==> config.mk <==
export PLATFORM = sky130hd
export DESIGN_NAME = trpc_top
export DESIGN_NICKNAME = d
export VERILOG_FILES = /design/src/core/trpc_pkg.sv /design/src/core/trpc_top.sv
export SDC_FILE = /design/constraint.sdc
export NUM_CORES = 1
export LEC_CHECK = 0
export ABC_CLOCK_PERIOD_IN_PS = 3930
export BUFFER_PORTS_ARGS = -buffer_cell sky130_fd_sc_hd__buf_2
export CAP_MARGIN = 40
export CORE_MARGIN = 8
export CORE_UTILIZATION = 43
export DETAILED_ROUTE_END_ITERATION = 10
export GPL_TIMING_DRIVEN = 1
export PLACE_DENSITY = 0.66
export SKIP_LAST_GASP = 1
export SLEW_MARGIN = 20
export SYNTH_ARGS = -nofsm -noshare
export SYNTH_HDL_FRONTEND = slang
export SYNTH_SLANG_ARGS = --single-unit
==> constraint.sdc <==
create_clock -name MCLK -period 3.93 [get_ports MCLK]
set_clock_uncertainty 0.1 [all_clocks]
set_input_delay 0.786 -clock MCLK [delete_from_list [all_inputs] [get_ports MCLK]]
set_output_delay 0.786 -clock MCLK [all_outputs]
set_load 0.02 [all_outputs]
==> src/core/trpc_pkg.sv <==
// Package: register map, field layout and bus carriers of the trace readout block
//
// Overview of operation
// - Byte or misaligned data read returns zero
// - Armed data reads return zero, pointer held
// - Trace data register has no reset value
// - Full flag set after 64 stored words
// - Arm write clears the full flag
// - Six-bit count of valid stored words
// - Count wrap sets full; end mode continues
// - Arm write clears the count and full flag; status and mask bits kept
// - Full at zero, begin mode: disarm, break
// - Full with nonzero count means circular overwrite
// - Page selector upper bit ignored
// - Selector 01 matches extended bits to 21:16
// - Program page forms address bits 21:14
// - Comparator C paged match in breakpoint mode
// - Arm bit enables comparing and storing; the code gates storing only, COMPARE_C_MATCH does not depend on arm
// - Begin bit: trigger starts or ends storing
package trpc_pkg;

    // ------------------------------------------------------------------
    // Register byte offsets
    // ------------------------------------------------------------------
    localparam logic [3:0] TRPC_OFS_DATA  = 4'h0;
    localparam logic [3:0] TRPC_OFS_COUNT = 4'h4;
    localparam logic [3:0] TRPC_OFS_CCX   = 4'h8;
    localparam logic [3:0] TRPC_OFS_CTRL  = 4'hc;

    // ------------------------------------------------------------------
    // Field positions
    // ------------------------------------------------------------------
    localparam int TRPC_CNT_FULL_BIT  = 7;
    localparam int TRPC_CCX_SEL_LO    = 6;
    localparam int TRPC_CTRL_ARM_BIT  = 6;
    localparam int TRPC_CTRL_BEGIN    = 4;
    localparam int TRPC_CTRL_BRK_BIT  = 3;
    localparam int TRPC_IRQ_FULL_BIT  = 0;
    localparam int TRPC_IRQ_DONE_BIT  = 1;
    localparam int TRPC_CCX_MASK_LO   = 8;

    // ------------------------------------------------------------------
    // Reset values
    // ------------------------------------------------------------------
    localparam logic [7:0] TRPC_RST_CCX  = 8'h00;
    localparam logic [7:0] TRPC_RST_CTRL = 8'h00;
    localparam logic [5:0] TRPC_RST_CNT  = 6'h00;

    // Wishbone request from the master
    typedef struct packed {
        logic        cyc;
        logic        stb;
        logic        we;
        logic [3:0]  adr;
        logic [3:0]  sel;
        logic [31:0] dat;
    } trpc_wb_req_s;

    // Paged address from the core
    typedef struct packed {
        logic [7:0]  page;
        logic [15:0] addr;
    } trpc_cpu_addr_s;

endpackage

==> src/core/trpc_top.sv <==
// Top module: trace buffer readout, word counter and comparator C page compare
`timescale 1ns/1ps
module trpc_top #(
    parameter int DEPTH = 64
) (
    input  wire logic        MCLK,
    input  wire logic        NRST,
    input  wire logic        WB_CYC_I,
    input  wire logic        WB_STB_I,
    input  wire logic        WB_WE_I,
    input  wire logic [3:0]  WB_ADR_I,
    input  wire logic [3:0]  WB_SEL_I,
    input  wire logic [31:0] WB_DAT_I,
    output logic      [31:0] WB_DAT_O,
    output logic             WB_ACK_O,
    input  wire logic        CAPTURE_VALID,
    input  wire logic [15:0] CAPTURE_WORD,
    input  wire logic [7:0]  PROGRAM_PAGE_VALUE,
    input  wire logic [15:0] CPU_ADDR,
    input  wire logic [15:0] COMPARE_C_ADDR,
    output logic             ARMED,
    output logic             BEGIN_TRIGGER,
    output logic      [1:0]  CAPTURE_MODE,
    output logic             BREAK_ON_COMPLETION_ENABLE,
    output logic             BREAK_REQUEST,
    output logic             COMPARE_C_MATCH,
    output logic             IRQ
);

    // ------------------------------------------------------------------
    // Elaboration check and local types
    // ------------------------------------------------------------------
    if (DEPTH != 64) begin : g_bad_depth
        $error("trpc_top: depth must be 64 to match the six-bit count");
    end

    trpc_pkg::trpc_wb_req_s   req;
    trpc_pkg::trpc_cpu_addr_s cpu;
    logic [15:0] mem [DEPTH];           // Trace memory, no reset
    logic [5:0]  wr_ptr_reg;
    logic [5:0]  rd_ptr_reg;
    logic [5:0]  valid_word_count_reg;
    logic        buffer_full_flag_reg;
    logic [7:0]  ccx_reg;
    logic [7:0]  ctrl_reg;
    logic [1:0]  irq_stat_reg;
    logic [1:0]  irq_mask_reg;
    logic        ack_reg;
    logic [31:0] rdata_reg;
    logic        brk_reg;
    logic        access;
    logic        wr_ctrl;
    logic        arm_write;
    logic        store;
    logic        wrap;
    logic        complete;
    logic        word_rd;
    logic        data_rd;
    logic [5:0]  count_next;
    logic [31:0] rdata_next;
    logic        wr_ccx;
    logic        wr_mask;
    logic        stat_rd;
    logic [1:0]  irq_event;

    assign req = '{cyc: WB_CYC_I, stb: WB_STB_I, we: WB_WE_I, adr: WB_ADR_I,
                   sel: WB_SEL_I, dat: WB_DAT_I};
    assign cpu = '{page: PROGRAM_PAGE_VALUE, addr: CPU_ADDR};

    // ------------------------------------------------------------------
    // Bus decode
    // ------------------------------------------------------------------
    // One access per request, answered one cycle after it is seen
    assign access    = req.cyc && req.stb && !ack_reg;
    assign wr_ctrl   = access && req.we && req.adr == trpc_pkg::TRPC_OFS_CTRL
                       && req.sel[0];
    assign arm_write = wr_ctrl && req.dat[trpc_pkg::TRPC_CTRL_ARM_BIT];
    assign data_rd   = access && !req.we && req.adr == trpc_pkg::TRPC_OFS_DATA;
    // Only the low 16-bit half as a whole is a word access
    assign word_rd   = data_rd && req.sel == 4'h3;
    // Page extension in the low lane, interrupt mask in the next lane
    assign wr_ccx    = access && req.we && req.adr == trpc_pkg::TRPC_OFS_CCX && req.sel[0];
    assign wr_mask   = access && req.we && req.adr == trpc_pkg::TRPC_OFS_CCX && req.sel[1];
    // A read of the count word's top lane clears the sticky status
    assign stat_rd   = access && !req.we && req.adr == trpc_pkg::TRPC_OFS_COUNT && req.sel[3];

    // ------------------------------------------------------------------
    // Capture, count and full flag
    // ------------------------------------------------------------------
    assign store      = ctrl_reg[trpc_pkg::TRPC_CTRL_ARM_BIT] && CAPTURE_VALID;
    assign count_next = valid_word_count_reg + 6'h01;
    assign wrap       = store && valid_word_count_reg == 6'h3f;
    // Begin mode completes when the 64th word lands
    assign complete   = wrap && ctrl_reg[trpc_pkg::TRPC_CTRL_BEGIN];

    // Trace memory write; circular overwrite once full
    always_ff @(posedge MCLK) begin
        if (store) begin
            mem[wr_ptr_reg] <= CAPTURE_WORD;
        end
    end

    // Write pointer
    always_ff @(posedge MCLK or negedge NRST) begin
        if (!NRST) begin
            wr_ptr_reg <= 6'h00;
        end else if (arm_write) begin
            wr_ptr_reg <= 6'h00;
        end else if (store) begin
            wr_ptr_reg <= wr_ptr_reg + 6'h01;
        end
    end

    // Word counter; cleared by an arm write
    always_ff @(posedge MCLK or negedge NRST) begin
        if (!NRST) begin
            valid_word_count_reg <= trpc_pkg::TRPC_RST_CNT;
        end else if (arm_write) begin
            valid_word_count_reg <= trpc_pkg::TRPC_RST_CNT;
        end else if (store) begin
            valid_word_count_reg <= count_next;
        end
    end

    // Full flag: set on wrap, cleared by arm
    always_ff @(posedge MCLK or negedge NRST) begin
        if (!NRST) begin
            buffer_full_flag_reg <= 1'b0;
        end else if (arm_write) begin
            buffer_full_flag_reg <= 1'b0;
        end else if (wrap) begin
            buffer_full_flag_reg <= 1'b1;
        end
    end

    // ------------------------------------------------------------------
    // Readout pointer
    // ------------------------------------------------------------------
    // Oldest entry first once the buffer has wrapped
    always_ff @(posedge MCLK or negedge NRST) begin
        if (!NRST) begin
            rd_ptr_reg <= 6'h00;
        end else if (arm_write) begin
            rd_ptr_reg <= 6'h00;
        end else if (store && (wrap || buffer_full_flag_reg)) begin
            // Once full, every store overwrites the oldest entry
            rd_ptr_reg <= wr_ptr_reg + 6'h01;
        end else if (word_rd && !ctrl_reg[trpc_pkg::TRPC_CTRL_ARM_BIT]) begin
            rd_ptr_reg <= rd_ptr_reg + 6'h01;
        end
    end

    // ------------------------------------------------------------------
    // Control, page extension and interrupt registers
    // ------------------------------------------------------------------
    // Control: arm, begin, break enable, capture mode; arm self-clears on begin-mode completion
    always_ff @(posedge MCLK or negedge NRST) begin
        if (!NRST) begin
            ctrl_reg <= trpc_pkg::TRPC_RST_CTRL;
        end else if (wr_ctrl) begin
            ctrl_reg <= req.dat[7:0];
        end else if (complete) begin
            ctrl_reg[trpc_pkg::TRPC_CTRL_ARM_BIT] <= 1'b0;
        end
    end

    // Page extension register
    always_ff @(posedge MCLK or negedge NRST) begin
        if (!NRST) begin
            ccx_reg <= trpc_pkg::TRPC_RST_CCX;
        end else if (wr_ccx) begin
            ccx_reg <= req.dat[7:0];
        end
    end

    // Break request pulse on completion
    always_ff @(posedge MCLK or negedge NRST) begin
        if (!NRST) begin
            brk_reg <= 1'b0;
        end else begin
            brk_reg <= complete && ctrl_reg[trpc_pkg::TRPC_CTRL_BRK_BIT];
        end
    end

    // Events that set the sticky status bits
    always_comb begin
        irq_event = 2'h0;
        irq_event[trpc_pkg::TRPC_IRQ_FULL_BIT] = wrap;
        irq_event[trpc_pkg::TRPC_IRQ_DONE_BIT] = complete;
    end

    // Sticky status; a read clears it, a new event in the same cycle wins
    always_ff @(posedge MCLK or negedge NRST) begin
        if (!NRST) begin
            irq_stat_reg <= 2'h0;
        end else begin
            irq_stat_reg <= (stat_rd ? 2'h0 : irq_stat_reg) | irq_event;
        end
    end

    // Mask register shares the status layout
    always_ff @(posedge MCLK or negedge NRST) begin
        if (!NRST) begin
            irq_mask_reg <= 2'h0;
        end else if (wr_mask) begin
            irq_mask_reg <= req.dat[trpc_pkg::TRPC_CCX_MASK_LO +: 2];
        end
    end

    // ------------------------------------------------------------------
    // Read data and acknowledge
    // ------------------------------------------------------------------
    always_comb begin
        rdata_next = 32'h0000_0000;
        unique case (req.adr)
            trpc_pkg::TRPC_OFS_DATA: begin
                if (word_rd && !ctrl_reg[trpc_pkg::TRPC_CTRL_ARM_BIT]) begin
                    rdata_next = {16'h0000, mem[rd_ptr_reg]};
                end
            end
            trpc_pkg::TRPC_OFS_COUNT: begin
                rdata_next = {irq_stat_reg, 6'h00, irq_mask_reg, 6'h00,
                              8'h00, buffer_full_flag_reg, 1'b0,
                              valid_word_count_reg};
            end
            trpc_pkg::TRPC_OFS_CCX: begin
                rdata_next = {22'h000000, irq_mask_reg, ccx_reg};
            end
            trpc_pkg::TRPC_OFS_CTRL: begin
                rdata_next = {24'h000000, ctrl_reg};
            end
            default: begin
                rdata_next = 32'h0000_0000;
            end
        endcase
    end

    // Registered answer: ack one cycle after the request
    always_ff @(posedge MCLK or negedge NRST) begin
        if (!NRST) begin
            ack_reg   <= 1'b0;
            rdata_reg <= 32'h0000_0000;
        end else begin
            ack_reg   <= access;
            rdata_reg <= access ? rdata_next : 32'h0000_0000;
        end
    end

    // ------------------------------------------------------------------
    // Comparator C paged match
    // ------------------------------------------------------------------
    // Selector bit 7 is ignored; 01 adds the page compare
    always_comb begin
        if (ccx_reg[trpc_pkg::TRPC_CCX_SEL_LO]) begin
            COMPARE_C_MATCH = ccx_reg[5:0] == cpu.page[7:2]
                && {cpu.page[1:0], cpu.addr[13:0]} == COMPARE_C_ADDR;
        end else begin
            COMPARE_C_MATCH = cpu.addr == COMPARE_C_ADDR;
        end
    end

    assign WB_DAT_O                   = rdata_reg;
    assign WB_ACK_O                   = ack_reg;
    assign ARMED                      = ctrl_reg[trpc_pkg::TRPC_CTRL_ARM_BIT];
    assign BEGIN_TRIGGER              = ctrl_reg[trpc_pkg::TRPC_CTRL_BEGIN];
    assign CAPTURE_MODE               = ctrl_reg[1:0];
    assign BREAK_ON_COMPLETION_ENABLE = ctrl_reg[trpc_pkg::TRPC_CTRL_BRK_BIT];
    assign BREAK_REQUEST              = brk_reg;
    assign IRQ                        = |(irq_stat_reg & irq_mask_reg);

endmodule

==> summary.md <==
| Metric | Value |
|---|---|
| Post-synth cell types | `58` |
| DP HPWL | `65.4 mm` |
| Syn Std Cell Area | `42500 sq um` |
| Initial Util | `43.3%` |
| Clock network power share | `43.0%` |
| Proportion of netlist area held by the largest area contributor | `72.3%` |
| Final Max Slew Viols | `0` |
| Dominant cell type by area after synthesis | `edfxtp_1` |
| Setup CP Type | `reg -> reg` |
| Commonest non-fill, non-tap cell in the layout | `edfxtp_1` |
| Net Switching | `4.73 mW` |
| Peak VDD IR | `0.000342 V` |
| Worst-Margin Slew | `0.859 ns` |
| Setup-failing EPs final | `0` |
| Post-synth EDFFs | `1024` |
| GRT Overall Usage | `18.5%` |
| # DRC | `0` |
| Vias in the first global route | `21700` |
| Path depth of the worst reg2reg path | `9` |
| Post-CTS sizing | `0` |
| Syn-to-layout area delta | `15.2%` |
| Switching part of the total | `20.1%` |
| Input/output buffers | `108` |
| Post-synthesis sequential area ratio | `75.9%` |
| Total gr overflow | `0` |
| CP endpoint kind | `flop` |
| R2r setup slk | `0.63 ns` |
| Initial antenna violation count | `6` |
| Top reg by flops | `mem` |
| Min Tclk post-route | `3.30 ns` |
| Core Footprint | `98300 sq um` |
| Yosys reg bits | `1085` |
| Status | `complete, no violations` |
| Fin Hold WS | `0.258 ns` |
| Yosys warning count | `0` |
| Antenna-violating nets left | `0` |
| Unrepaired setup endpoints after global routing | `false` |
| Final Wtd Congestion | `0.870` |
| Hold crit path type | `in -> reg` |
| Via count | `21400` |
| Leakage | `15.6 nW` |
| Full die area | `109000 sq um` |
| Fin crit share | `84.0%` |
| Sequential Power Share | `54.2%` |
| Worst Hold Path Cells | `2` |
| CTS H-tree lvls | `3` |
| First-pass GRT wire length | `148 mm` |
| Routed wire length | `102 mm` |
| Highest clock rate | `303 MHz` |
| CTS root buf | `clkbuf_16` |
| Top area cells in the synthesized netlist | `edfxtp_1 (72%), mux4_2 (12%), dfrtp_1 (3.6%)` |
| Max-Cap Viols | `0` |
| DR vias/cell | `5.78` |
| First DRT Iteration DRCs | `2312` |
| Int Power | `18.8 mW` |
| Share of layout cells above drive strength 1 | `28.9%` |
| Later-pin clock latency in the skew report | `0.67 ns` |
| CTS tree | `yes` |
| Crit-path max FO | `33` |
| Largest net degree at the start of global routing | `71` |
| CP required | `4.37 ns` |
| Die width | `331 um` |
| Clk buf depth | `3` |
| PD cells | `480 nW/um^2` |
| CTS Sinks | `1085` |
| Top_reg_cell synth | `edfxtp_1` |
| TNS Setup | `0 ns` |
| Kind of start point of the critical path | `flop` |
| Commonest non-fill, non-tap cells in the layout | `edfxtp_1 (1024), mux4_2 (235), buf_4 (127), clkbuf_16 (110), buf_2 (108)` |
| Vert. Die Dim | `331 um` |
| Mapped Cells | `2074` |
| Layout net count | `2439` |
| Ports | `143` |
| Router iterations before antenna repair | `5` |
| Mean Syn Cell Area | `20.5 sq um` |
| Combinational fraction of design power | `2.8%` |
| Post-synth ARST share | `5.62%` |
| Reg clk slew, reported paths | `0.06 ns` |
| Final Hold Vio Count | `0` |
| Rel. slew slack | `42.7%` |
| Max reg flops | `1024` |
| CTS Buf Count | `107` |
| Row cnt | `115` |
| Wire length per cell | `27.5 um` |
| CP Data Arrival Time | `3.74 ns` |
==> power by group through the flow <==
stage,Sequential (mW),Combinational (mW),Clock [mW]
after CTS,12.8,0.659,10.3
after global routing,12.8,0.711,10.7
after global placement,13.0,0.605,0
after detailed placement,13.0,0.657,0
final,12.8,0.663,10.1
after floorplan,13.0,0.302,0
==> what timing repair did <==
action                                 in CTS  in global routing
endpoints found under the hold margin      13                  0
setup buffers                               0                  0
setup endpoints to repair                   0                  0
hold buffers                                1                  0
==> final timing paths <==
kind                                           start                          end
max in group asynchronous                       NRST      ctrl_reg[5]$_DFFE_PN0N_
max                        rd_ptr_reg[0]$_DFFE_PN0P_        WB_DAT_O[2]$_DFF_PN0_
min reg2reg                  ctrl_reg[7]$_DFFE_PN0N_      ctrl_reg[7]$_DFFE_PN0N_
min                                      WB_DAT_I[9]  irq_mask_reg[1]$_DFFE_PN0P_
min in group asynchronous                       NRST        WB_DAT_O[9]$_DFF_PN0_
max reg2reg                rd_ptr_reg[0]$_DFFE_PN0P_        WB_DAT_O[2]$_DFF_PN0_
==> per-stage QoR <==
stage,setup WS [ns],power [mW],cell area [sq um],std cells,utilization [%]
floorplan,0.831,13.3,42600,2085,-
global placement,0.614,13.6,45200,3497,46.0
detailed placement,0.592,13.7,45500,3508,46.3
CTS,0.622,23.7,48900,3703,49.8
global route,0.393,24.2,49000,3706,49.9
finish,0.631,23.5,49000,3707,49.9
==> routing by layer <==
| layer | up-vias | global-route usage, % | wire, um |
|---|---|---|---|
| met5 | - | 0 | 0 |
| met4 | 0 | 4.70 | 2420 |
| met3 | 152 | 3.59 | 8930 |
| met2 | 982 | 30.6 | 49500 |
| met1 | 11200 | 25.3 | 41200 |
| li1 | 9034 | - | - |
==> logic make-up after synthesis <==
kind of cell,share of synthesized area [%]
fa+ha+maj,0.0883
flops,75.9
simple gates,3.10
other cells,0.00882
xor+xnor,0.865
mux,15.5
compound gates,2.86
buf+inv,1.67
==> critical path, stage by stage, from the launching register on <==
cell      delay, ns
dfrtp_4        0.89
buf_12         0.30
buf_12         0.21
nor2_1         0.07
buf_4          0.21
a22oi_1        0.18
nand2_1        0.08
o21ai_0        0.63
a211oi_1       0.13
a311oi_1       0.32
==> Yosys cell counts (3+ instances only) <==
cell / number
edfxtp_1: 1024
mux4_2: 235
nor2_1: 107
mux2i_1: 96
nand2_1: 62
dfrtp_1: 61
a22oi_1: 60
buf_2: 41
clkbuf_1: 32
mux2_2: 31
nand3_1: 31
xor2_1: 30
buf_4: 29
a21oi_1: 19
nor2b_1: 17
o21ai_0: 16
a211oi_1: 14
xnor2_1: 12
buf_6: 10
nor3_1: 10
buf_1: 9
nand2b_1: 9
and2_1: 8
nand4_1: 8
o21ai_1: 8
o22ai_1: 8
a221o_1: 7
nor4_1: 7
a221oi_1: 6
inv_1: 6
o221ai_1: 6
or2_2: 6
a22o_1: 5
a311oi_1: 5
a31oi_1: 5
ha_1: 3
nand3b_1: 3
o211ai_1: 3
==> area by class of cell <==
class	instances	area (sq um)
Timing Repair Buffer	261	2010
Clock inverter	66	644
Inverter	6	22.5
Clock buffer	128	2820
Sequential cell	1085	32300
Fill cell	7792	49300
Multi-Input combinational cell	873	9610
Tap cell	1287	1610
Antenna cell	1	2.50
No activity file was read; power rests on OpenSTA's default activity.
